==> src/include/llc_defines.svh <==
// constants for the low latency dram command controller: widths, command codes, counts
// assumes inclusion by bare name from the package and the design files
`ifndef LLC_DEFINES_SVH
`define LLC_DEFINES_SVH

// memory address and bank widths carried in the command struct
`define LLC_ADDR_W       20
`define LLC_BA_W         3
// number of banks refreshed one after another during initialization
`define LLC_NUM_BANKS    8
// mode program sequence: total cycles and index of the configuration cycle
`define LLC_MRS_CYCLES   4'ha
`define LLC_MRS_CFG_IDX  4'h9
// default delay from taking a write request to asking for its data, in cycles
`define LLC_WRITE_LAT    5
// command pin codes {cs_n, we_n, ref_n}
`define LLC_CMD_NOP      3'h7
`define LLC_CMD_MODE     3'h0
`define LLC_CMD_READ     3'h3
`define LLC_CMD_WRITE    3'h1
`define LLC_CMD_REFRESH  3'h2
// ddr output pair for the memory clock: rising half high, falling half low
`define LLC_MEM_CLK_PAIR 2'h2

`endif

==> src/include/llc_pkg.sv <==
// types shared by the command controller and the memory model
// assumes llc_defines.svh is on the include path
`include "llc_defines.svh"

package llc_pkg;

   // init and run states, one-hot
   typedef enum logic [2:0] {
      ST_MODE = 3'h1,   // mode program commands
      ST_REF  = 3'h2,   // per-bank refresh walk
      ST_RUN  = 3'h4    // normal traffic
   } llc_state_e;

   // one memory command cycle as driven on the address and command pins
   typedef struct packed {
      logic [2:0]               code;  // {cs_n, we_n, ref_n}
      logic [`LLC_BA_W-1:0]     ba;    // bank address
      logic [`LLC_ADDR_W-1:0]   addr;  // address / configuration word
   } llc_cmd_s;

endpackage

==> src/logic/llc_capture.sv <==
// one read capture channel: picks strobe or external capture clock, finds its rising edges
// assumes all pin inputs are asynchronous to i_clock and clocks are far slower than i_clock
module llc_capture #(
   parameter int DQ_W = 18
) (
   input  wire logic            i_clock,
   input  wire logic            i_arst_n,
   input  wire logic            i_strobe_mode,
   input  wire logic            i_strobe,
   input  wire logic            i_ext_clk,
   input  wire logic            i_qvld,
   input  wire logic [DQ_W-1:0] i_data,
   output logic                 o_capture_clk,
   output logic                 o_rdata_valid,
   output logic [DQ_W-1:0]      o_rdata
);

   // two-stage synchronisers; stage one feeds only stage two
   logic [1:0]      strb_s1_r, strb_s1_nxt;   // {ext, strobe} first stage
   logic [1:0]      strb_s2_r, strb_s2_nxt;   // second stage
   logic            qv_s1_r, qv_s1_nxt;
   logic            qv_s2_r, qv_s2_nxt;
   logic [DQ_W-1:0] dat_s1_r, dat_s1_nxt;
   logic [DQ_W-1:0] dat_s2_r, dat_s2_nxt;
   logic            clk_d_r, clk_d_nxt;       // selected clock, one cycle late
   logic            vld_r, vld_nxt;
   logic [DQ_W-1:0] rdat_r, rdat_nxt;
   logic            sel_clk;                  // capture clock in use
   logic            edge_rise;

   // data is synchronised with the same depth as the clock so they stay aligned;
   // only fields that hold steady around the capture edge are caught cleanly
   always_comb begin
      strb_s1_nxt = {i_ext_clk, i_strobe};
      strb_s2_nxt = strb_s1_r;
      qv_s1_nxt   = i_qvld;
      qv_s2_nxt   = qv_s1_r;
      dat_s1_nxt  = i_data;
      dat_s2_nxt  = dat_s1_r;
      // strobe mode uses the memory strobe, otherwise the external clock
      sel_clk     = i_strobe_mode ? strb_s2_r[0] : strb_s2_r[1];
      edge_rise   = sel_clk & ~clk_d_r;
      clk_d_nxt   = sel_clk;
      // sample data and valid only on capture clock edges
      vld_nxt     = edge_rise & qv_s2_r;
      rdat_nxt    = edge_rise ? dat_s2_r : rdat_r;
   end

   // registers only
   always_ff @(posedge i_clock or negedge i_arst_n) begin
      if (!i_arst_n) begin
         strb_s1_r <= 2'h0;
         strb_s2_r <= 2'h0;
         qv_s1_r   <= 1'b0;
         qv_s2_r   <= 1'b0;
         dat_s1_r  <= '0;
         dat_s2_r  <= '0;
         clk_d_r   <= 1'b0;
         vld_r     <= 1'b0;
         rdat_r    <= '0;
      end else begin
         strb_s1_r <= strb_s1_nxt;
         strb_s2_r <= strb_s2_nxt;
         qv_s1_r   <= qv_s1_nxt;
         qv_s2_r   <= qv_s2_nxt;
         dat_s1_r  <= dat_s1_nxt;
         dat_s2_r  <= dat_s2_nxt;
         clk_d_r   <= clk_d_nxt;
         vld_r     <= vld_nxt;
         rdat_r    <= rdat_nxt;
      end
   end

   assign o_capture_clk = clk_d_r;
   assign o_rdata_valid = vld_r;
   assign o_rdata       = rdat_r;
endmodule

==> src/logic/llc_cmd_ctrl.sv <==
// command and control logic of the low latency dram controller, with read capture
// assumes user logic spaces and schedules requests; pin inputs are asynchronous
`include "llc_defines.svh"

module llc_cmd_ctrl #(
   parameter int NUM_DEV   = 1,
   parameter int DQ_W      = 18,
   parameter int WRITE_LAT = `LLC_WRITE_LAT,
   parameter int NUM_BANKS = `LLC_NUM_BANKS
) (
   input  wire logic                     i_clock,
   input  wire logic                     i_arst_n,
   input  wire logic                     i_write_req,
   input  wire logic                     i_read_req,
   input  wire logic                     i_refresh_req,
   input  wire logic [`LLC_ADDR_W-1:0]   i_addr,
   input  wire logic [`LLC_BA_W-1:0]     i_bank_addr,
   input  wire logic [`LLC_ADDR_W-1:0]   i_mode_config,
   input  wire logic                     i_strobe_mode,
   input  wire logic [NUM_DEV-1:0]       i_mem_read_strobe,
   input  wire logic [NUM_DEV-1:0]       i_mem_read_valid,
   input  wire logic                     i_ext_capture_clk,
   input  wire logic [NUM_DEV*DQ_W-1:0]  i_mem_rdata,
   output llc_pkg::llc_cmd_s             o_mem_cmd,
   output logic [1:0]                    o_mem_clk_ddr,
   output logic                          o_init_done,
   output logic                          o_wdata_req,
   output logic [NUM_DEV-1:0]            o_capture_clk,
   output logic [NUM_DEV-1:0]            o_rdata_valid,
   output logic [NUM_DEV*DQ_W-1:0]       o_rdata
);

   llc_pkg::llc_state_e  state_r, state_nxt;      // init / run state
   logic [3:0]           cnt_r, cnt_nxt;          // mode cycle or bank counter
   llc_pkg::llc_cmd_s    cmd_r, cmd_nxt;          // command pins register
   logic                 done_r, done_nxt;        // initialization finished
   logic [WRITE_LAT-1:0] wsh_r, wsh_nxt;          // write latency delay line
   logic [1:0]           mclk_r, mclk_nxt;        // memory clock ddr pair
   logic                 wr_take;                 // write taken this cycle
   logic                 rd_take;                 // read taken this cycle
   logic                 rf_take;                 // refresh taken this cycle

   // decision of the next command; one request per cycle, write beats read beats refresh
   always_comb begin
      state_nxt     = state_r;
      cnt_nxt       = cnt_r;
      cmd_nxt.code  = `LLC_CMD_NOP;
      cmd_nxt.ba    = '0;
      cmd_nxt.addr  = '0;
      wr_take       = 1'b0;
      rd_take       = 1'b0;
      rf_take       = 1'b0;
      case (state_r)
         llc_pkg::ST_MODE: begin
            // dummy mode commands keep the address low so the memory dll resets
            cmd_nxt.code = `LLC_CMD_MODE;
            if (cnt_r == `LLC_MRS_CFG_IDX) begin
               cmd_nxt.addr = i_mode_config;
            end
            if (cnt_r == `LLC_MRS_CYCLES - 4'h1) begin
               state_nxt = llc_pkg::ST_REF;
               cnt_nxt   = 4'h0;
            end else begin
               cnt_nxt = cnt_r + 4'h1;
            end
         end
         llc_pkg::ST_REF: begin
            // walk the banks one per cycle
            cmd_nxt.code = `LLC_CMD_REFRESH;
            cmd_nxt.ba   = cnt_r[`LLC_BA_W-1:0];
            if (cnt_r == 4'(NUM_BANKS - 1)) begin
               state_nxt = llc_pkg::ST_RUN;
               cnt_nxt   = 4'h0;
            end else begin
               cnt_nxt = cnt_r + 4'h1;
            end
         end
         llc_pkg::ST_RUN: begin
            // no spacing check: the winning request is sent on the next edge
            if (i_write_req) begin
               wr_take      = 1'b1;
               cmd_nxt.code = `LLC_CMD_WRITE;
               cmd_nxt.ba   = i_bank_addr;
               cmd_nxt.addr = i_addr;
            end else if (i_read_req) begin
               rd_take      = 1'b1;
               cmd_nxt.code = `LLC_CMD_READ;
               cmd_nxt.ba   = i_bank_addr;
               cmd_nxt.addr = i_addr;
            end else if (i_refresh_req) begin
               // each held cycle yields one refresh to that cycle's bank
               rf_take      = 1'b1;
               cmd_nxt.code = `LLC_CMD_REFRESH;
               cmd_nxt.ba   = i_bank_addr;
            end
         end
         default: begin
            state_nxt = llc_pkg::ST_MODE;
            cnt_nxt   = 4'h0;
         end
      endcase
      // requests before run fall through the case unserved
      done_nxt = (state_nxt == llc_pkg::ST_RUN);
      // write data asked for a fixed count after the write is taken
      wsh_nxt  = {wsh_r[WRITE_LAT-2:0], wr_take};
      // clock pair drives the same kind of ddr register as write data
      mclk_nxt = `LLC_MEM_CLK_PAIR;
   end

   // registers only
   always_ff @(posedge i_clock or negedge i_arst_n) begin
      if (!i_arst_n) begin
         state_r      <= llc_pkg::ST_MODE;
         cnt_r        <= 4'h0;
         cmd_r.code   <= `LLC_CMD_NOP;
         cmd_r.ba     <= '0;
         cmd_r.addr   <= '0;
         done_r       <= 1'b0;
         wsh_r        <= '0;
         mclk_r       <= 2'h0;
      end else begin
         state_r      <= state_nxt;
         cnt_r        <= cnt_nxt;
         cmd_r        <= cmd_nxt;
         done_r       <= done_nxt;
         wsh_r        <= wsh_nxt;
         mclk_r       <= mclk_nxt;
      end
   end

   assign o_mem_cmd     = cmd_r;
   assign o_init_done   = done_r;
   assign o_wdata_req   = wsh_r[WRITE_LAT-1];
   assign o_mem_clk_ddr = mclk_r;

   // one capture channel and capture clock per attached device
   for (genvar d = 0; d < NUM_DEV; d++) begin : g_cap
      llc_capture #(
         .DQ_W (DQ_W)
      ) u_cap (
         .i_clock       (i_clock),
         .i_arst_n      (i_arst_n),
         .i_strobe_mode (i_strobe_mode),
         .i_strobe      (i_mem_read_strobe[d]),
         .i_ext_clk     (i_ext_capture_clk),
         .i_qvld        (i_mem_read_valid[d]),
         .i_data        (i_mem_rdata[d*DQ_W +: DQ_W]),
         .o_capture_clk (o_capture_clk[d]),
         .o_rdata_valid (o_rdata_valid[d]),
         .o_rdata       (o_rdata[d*DQ_W +: DQ_W])
      );
   end
endmodule

==> config.mk <==
export PLATFORM = sky130hd
export DESIGN_NAME = llc_cmd_ctrl
export DESIGN_NICKNAME = d
export VERILOG_FILES = /design/src/include/llc_pkg.sv /design/src/logic/llc_capture.sv /design/src/logic/llc_cmd_ctrl.sv
export VERILOG_INCLUDE_DIRS = /design/src /design/src/include
export SDC_FILE = /design/constraint.sdc
export NUM_CORES = 1
export LEC_CHECK = 0
export BUFFER_PORTS_ARGS = -buffer_cell sky130_fd_sc_hd__clkbuf_2
export CORE_AREA = 2 2 92 94
export DETAILED_ROUTE_END_ITERATION = 16
export DIE_AREA = 0 0 94 96
export GPL_ROUTABILITY_DRIVEN = 1
export PLACE_DENSITY = 0.79
export SLEW_MARGIN = 20
export SYNTH_ARGS = -nofsm -noshare
export SYNTH_HDL_FRONTEND = slang
export SYNTH_SLANG_ARGS = --single-unit
==> constraint.sdc <==
create_clock -name i_clock -period 1.5 [get_ports i_clock]
set_input_delay 0.15 -clock i_clock [delete_from_list [all_inputs] [get_ports i_clock]]
set_output_delay 0.15 -clock i_clock [all_outputs]
set_load 0.05 [all_outputs]
==> impl_metrics.csv, run 1 <==
group,metric,value,unit
power,powerDensity,1210,nW/um2
finish,drive_gt1_share,48.4,%
drt,drt-pass1-iter-count,4,
clock_network,clock_sink_count,102,
die,die_w,94,um
finish,diodes,0,
synthesis,synth-warning-count,0,
synthesis,syn_area,3410,um2
grt,grt_overflow,0,
synthesis,synthCells,207,
critical_path,slowest_stage,"dfrtp_1",
critical_path,cp_num_buf_inv,3,
clock_network,cts.clk_slew.worst_paths,90,ps
grt,grt_first_pass_wirelength,10800,um
critical_path,crit_path_cell_trace,"inv_2, ha_4, nand3b_1, nor4b_4, buf_6, buf_12, a22o_1",
critical_path,worst_ep_required_time,1790,ps
drt,routed_via_density,4.59,
synthesis,ys_ff_latch,102,
power,p_leak,2.40,nW
synthesis,synth_nets,279,
sta,report.final.slew_viol_count,0,
power,total_power,5.86,mW
critical_path,cp.arrival,1790,ps
synthesis,ys.flop_type,"dfrtp_1",
grt,grt.total_usage,15.5,%
sta,fmax,663,MHz
critical_path,crit_start,"cnt_r[1]$_DFFE_PN0P_",
critical_path,critPathMaxStageDelay,410,ps
critical_path,critPathTopFamily,"flip-flops",
critical_path,crit_path_end_kind,"flop",
grt,use_met1,19.8,%
synthesis,yosysTopAreaCell,"dfrtp_1",
sta,rsz0062_at_grt,"true",
grt,grt_pass1_vias,2317,
sta,fin_crit,1510,ps
clock_network,htreeDepth,3,
drt,vias,2227,
grt,use_met3,5.17,%
clock_network,clock_latency,350,ps
clock_network,numCtsBuffers,9,
synthesis,yosys.cell_types.count,38,
run_status,outcome,"finished with violations",
synthesis,yosys.area.top_type_share,71.9,%
synthesis,ys_seq_area_share,75.0,%
finish,syn_to_final_growth,42.0,%
worst_hold_path,hold_start,"i_addr[11]",
run_status,violations,"negative setup slack",
grt,grt_busiest_layer,"met2",
critical_path,timing.rr.start,"cnt_r[1]$_DFFE_PN0P_",
drt,wirelength,6830,um
die,initial_core_util,42.3,%
die,die_h,96,um
place,dp_slack,-395,ps
place,io_buffers,118,
sta,worst_slack,-7.29,ps
critical_path,startpoint_type,"flop",
finish,fin_area,4840,um2
clock_network,root_buffer,"clkbuf_8",
sta,tns,-8.47,ps
sta,worst_hold_slack,17.2,ps
clock_network,clockBufferDepth,2,
power,peakVddDrop,0.572,mV
drt,drt-initial-drc-count,46,
grt,grt_max_degree,48,
synthesis,avgSynthCellArea,16.5,um2
synthesis,synthTopCellsByCount,"dfrtp_1 (98), a22o_1 (23), nor2_1 (11), mux2_2 (9), mux2_4 (8)",
place,hpwlAfterDp,4540,um
critical_path,cp_max_fo,11,
finish,fillers,662,
synthesis,synthTopCellsByArea,"dfrtp_1 (72%), a22o_1 (5.9%), mux2_4 (3.5%), dfstp_2 (3.1%), mux2_2 (3.0%)",
place,placed_area,4220,um2
die,dieArea,9020,um2
die,num_rows,33,
clock_network,cts_tree,"yes",
finish,layout.nets,447,
grt,grt_antenna_before_repair,0,
sta,post-route-period-util,100,%
run,maxCapViolations,0,
critical_path,critical_path_class,"flop to flop",
synthesis,yosysMostFrequentCell,"dfrtp_1",
die,pin_count,120,
synthesis,async_flop_share,100,%
sta,setup_viol,3,
drt,wl_per_cell,14.1,um
sta,worst_clock_skew,13.9,ps
grt,use_met2,25.7,%
die,core,8050,um2
place,gp_congestion,0.767,
drt,drtAntennaViolNets,0,
sta,hold_viol_final,0,
worst_hold_path,holdCritPathClass,"input port to flop",
drt,drc_errors,0,
synthesis,synth_edf_count,0,
## cell families (layout without fill, tap and decap cells)
family / count (synthesis) / in the layout / share of synthesized area, %
xor+xnor: 2 / 2 / 0.514
other cells: 2 / 2 / 0.220
simple gates: 32 / 32 / 5.28
compound gates: 35 / 35 / 8.51
mux: 20 / 20 / 7.45
buf+inv: 12 / 185 / 2.28
fa+ha+maj: 2 / 2 / 0.734
flops: 102 / 102 / 75.0
## cell usage in the layout (no fill, tap or decap), types with 4 or more instances in the layout
master,n
clkbuf_8,9
buf_12,5
dfrtp_1,96
dlygate4sd3_1,29
dfstp_2,4
mux2_4,8
clkbuf_2,117
mux2_2,9
nand2b_1,5
a22o_1,23
buf_4,12
nor2_1,11
## metal layers
| metal | share of wire (%) | routed length (um) |
|---|---|---|
| met1 | 41 | 2790 |
| met2 | 53 | 3590 |
| met3 | 5.9 | 403 |
| met4 | 0.64 | 44 |
| met5 | 0 | 0 |
## final cells by class
type / instances / area (um2) / area share [%]
Sequential cell: 102 / 2560 / 52.9
Timing Repair Buffer: 167 / 1120 / 23.2
Multi-Input combinational cell: 93 / 822 / 17.0
Tap cell: 105 / 131 / 2.71
Clock buffer: 10 / 128 / 2.64
Clock inverter: 6 / 68.8 / 1.42
Inverter: 2 / 7.51 / 0.155
## where the power goes
| group | internal [mW] | switching, mW | leakage [nW] |
|---|---|---|---|
| registers | 2.96 | 0.0823 | 1.20 |
| clock network | 0.785 | 0.916 | 0.0973 |
| logic | 0.368 | 0.751 | 1.10 |
## timing repair
| action | 4_1_cts | 5_1_grt |
|---|---|---|
| resized for setup | 3 | 8 |
| pin swaps | 0 | 13 |
| endpoints found under the hold margin | 51 | 0 |
| cloned | 0 | 2 |
| endpoints found under the setup margin | 43 | 25 |
| buffers inserted | 3 | 2 |
| hold buffers | 29 | 0 |
## per-stage QoR
stage,utilization [%],instances
after floorplan,-,207
after global placement,52.4,433
after detailed placement,52.4,433
after CTS,59.0,481
after global routing,60.1,485
final,60.1,485
## worst reg2reg max path, stage by stage, from the launching register on
cell	delay (ps)
dfrtp_1	410
inv_2	80
ha_4	110
nand3b_1	150
nor4b_4	250
buf_6	160
buf_12	130
a22o_1	160
## final timing paths
check | endpoint | slack [ps] | cells past startpoint
worst max-delay path | o_mem_cmd[6]$_DFF_PN0_ | -7 | 7
worst min-delay path | o_mem_cmd[11]$_DFF_PN0_ | 20 | 2
worst min register to register | g_cap[0].u_cap.dat_s2_r[0]$_DFF_PN0_ | 350 | 0
worst max register to register | o_mem_cmd[6]$_DFF_PN0_ | -7 | 7
max in group asynchronous | o_mem_cmd[18]$_DFF_PN0_ | 680 | 3
min in group asynchronous | g_cap[0].u_cap.o_rdata[5]$_DFFE_PN0P_ | 250 | 2
## registers in the layout, summed over array words and instances, names as in the netlist, 2 cells and up
signal / flops
cnt_r: 4
g_cap.u_cap.dat_s1_r: 18
g_cap.u_cap.dat_s2_r: 18
g_cap.u_cap.o_rdata: 18
g_cap.u_cap.strb_s1_r: 2
g_cap.u_cap.strb_s2_r: 2
o_mem_cmd: 26
state_r: 3
wsh_r: 5
No activity file was read; power rests on OpenSTA's default activity.
==> inputs of run 2 (changes only) <==
--- a/config.mk
+++ b/config.mk
@@ -7,9 +7,9 @@
 export NUM_CORES = 1
 export LEC_CHECK = 0
 export BUFFER_PORTS_ARGS = -buffer_cell sky130_fd_sc_hd__clkbuf_2
-export CORE_AREA = 2 2 92 94
+export CORE_AREA = 8 8 98 100
 export DETAILED_ROUTE_END_ITERATION = 16
-export DIE_AREA = 0 0 94 96
+export DIE_AREA = 0 0 106 108
 export GPL_ROUTABILITY_DRIVEN = 1
 export PLACE_DENSITY = 0.79
 export SLEW_MARGIN = 20
==> constraint.sdc (replaced) <==
create_clock -name i_clock -period 1.35 [get_ports i_clock]
set_input_delay 0.135 -clock i_clock [delete_from_list [all_inputs] [get_ports i_clock]]
set_output_delay 0.135 -clock i_clock [all_outputs]
set_load 0.05 [all_outputs]
==> impl_metrics.csv, run 2 (synthesis gave the netlist of run 1 again) <==
group,metric,value,unit
critical_path,slowest_stage,"dfrtp_1",
power,total_power,6.59,mW
die,core,8050,um2
place,hpwlAfterDp,5580,um
sta,setup_viol,25,
run_status,violations,"negative setup slack",
critical_path,crit_path_end_kind,"flop",
finish,syn_to_final_growth,51.1,%
finish,layout.nets,478,
drt,routed_via_density,4.63,
run,maxCapViolations,0,
die,pin_count,120,
clock_network,clock_latency,350,ps
place,dp_slack,-191,ps
drt,wl_per_cell,16.0,um
drt,drtAntennaViolNets,0,
place,gp_congestion,0.791,
grt,grt_overflow,0,
clock_network,clock_sink_count,102,
clock_network,clockBufferDepth,2,
sta,fin_crit,1470,ps
sta,post-route-period-util,109,%
clock_network,cts_tree,"yes",
critical_path,critPathTopFamily,"simple AND/OR/NAND/NOR gates",
critical_path,cp_max_fo,21,
place,placedCellCount,442,
finish,layout_common_cells,"clkbuf_2 (116), dfrtp_1 (97), dlygate4sd3_1 (53), a22o_1 (23), buf_4 (21)",
grt,grt_max_degree,42,
finish,drive_gt1_share,47.8,%
critical_path,cp.arrival,1750,ps
finish,largest_reg_flops,26,
drt,drt-pass1-iter-count,4,
run_status,outcome,"finished with violations",
power,powerDensity,1280,nW/um2
sta,rsz0062_at_grt,"true",
drt,wirelength,8250,um
finish,fillers,600,
critical_path,startpoint_type,"flop",
power,peakVddDrop,0.635,mV
sta,worst_clock_skew,10.8,ps
die,num_rows,33,
die,die_h,108,um
drt,vias,2387,
critical_path,critPathMaxStageDelay,400,ps
finish,fin_area,5150,um2
finish,instances_no_fill,515,
die,dieArea,11400,um2
critical_path,cp_num_buf_inv,2,
place,io_buffers,118,
die,initial_core_util,42.3,%
clock_network,cts.clk_slew.worst_paths,100,ps
drt,drt-initial-drc-count,71,
finish,layout_commonest_cell,"clkbuf_2",
clock_network,root_buffer,"clkbuf_8",
sta,hold_viol_final,0,
sta,report.final.slew_viol_count,0,
finish,utilization,64.0,%
grt,grt_antenna_before_repair,0,
drt,drc_errors,0,
sta,worst_slack,-122,ps
worst_hold_path,holdCritPathClass,"input port to flop",
critical_path,crit_path_cell_trace,"inv_2, ha_4, nand3b_1, nor4b_4, buf_12, a22o_1",
place,placed_area,4300,um2
power,p_leak,2.53,nW
clock_network,htreeDepth,3,
clock_network,numCtsBuffers,9,
grt,grt_first_pass_wirelength,13500,um
die,die_w,106,um
sta,fmax,679,MHz
grt,grt.total_usage,14.8,%
critical_path,worst_ep_required_time,1630,ps
finish,diodes,0,
grt,grt_pass1_vias,2748,
critical_path,critical_path_class,"flop to flop",
==> run 2: cell types whose count changed in the layout (fill, tap and decap cells not counted), moves of 2 or more <==
cell / previous run / this run
mux2_1: 2 / 0
dlygate4sd3_1: 29 / 53
buf_4: 12 / 21
mux2_4: 8 / 10
==> run 2: cell type report <==
class,instances,area (um2),share of cell area [%]
Multi-Input combinational cell,93,860,16.7
Inverter,2,7.51,0.146
Sequential cell,102,2560,49.7
Timing Repair Buffer,198,1400,27.2
Clock inverter,6,70.1,1.36
Tap cell,105,131,2.55
Clock buffer,9,124,2.40
==> run 2: timing repair <==
| item | in CTS | in global routing |
|---|---|---|
| resized for setup | 10 | 4 |
| endpoints found under the setup margin | 45 | 41 |
| cloned | 0 | 1 |
| pin swaps | 6 | 1 |
| hold buffers | 53 | 0 |
| buffers inserted | 4 | 0 |
| hold endpoints to repair | 64 | 0 |
==> run 2: stage by stage <==
step           hold slack [ps]  TNS [ps]
3_3_place_gp              91.5     -4090
2_1_floorplan             -161     -2000
5_1_grt                 0.0715     -5040
3_5_place_dp               101     -5190
4_1_cts                  0.213     -2270
6_report                  10.1     -2340
==> run 2: power breakdown <==
part           switching (mW)  total (mW)  leakage, nW  internal [mW]
Sequential             0.0995        3.39         1.20           3.29
Combinational           0.864        1.34         1.23          0.472
Clock                    1.01        1.87       0.0936          0.863
==> run 2: final timing paths <==
path,start,end,slack (ps),cells after the start
max,cnt_r[1]$_DFFE_PN0P_,o_mem_cmd[9]$_DFF_PN0_,-120,6
max in group asynchronous,i_arst_n,o_mem_cmd[25]$_DFF_PN1_,510,3
min reg2reg,wsh_r[0]$_DFF_PN0_,wsh_r[1]$_DFF_PN0_,350,0
max reg2reg,cnt_r[1]$_DFFE_PN0P_,o_mem_cmd[9]$_DFF_PN0_,-120,6
min in group asynchronous,i_arst_n,g_cap[0].u_cap.dat_s2_r[3]$_DFF_PN0_,260,2
min,i_addr[14],o_mem_cmd[14]$_DFF_PN0_,10,2
==> run 2: worst reg2reg max path: cells and delay by family, from the launching register on <==
kind	cells	cell delay (ps)
AO/OA/AOI/OAI	1	170
buffers and inverters	2	270
flip-flops	1	400
AND/OR/NAND/NOR	2	450
adder cells (fa/ha/maj)	1	120
==> run 2: routing by layer <==
layer / vias up / GRT usage (%) / share of wire (%) / routed length (um)
met5: - / 0 / 0 / 0
met4: 0 / 3.92 / 0.64 / 53
met3: 6 / 6.13 / 7.6 / 631
met2: 75 / 26.9 / 55 / 4520
met1: 1198 / 15.6 / 37 / 3040
li1: 1108 / - / - / -
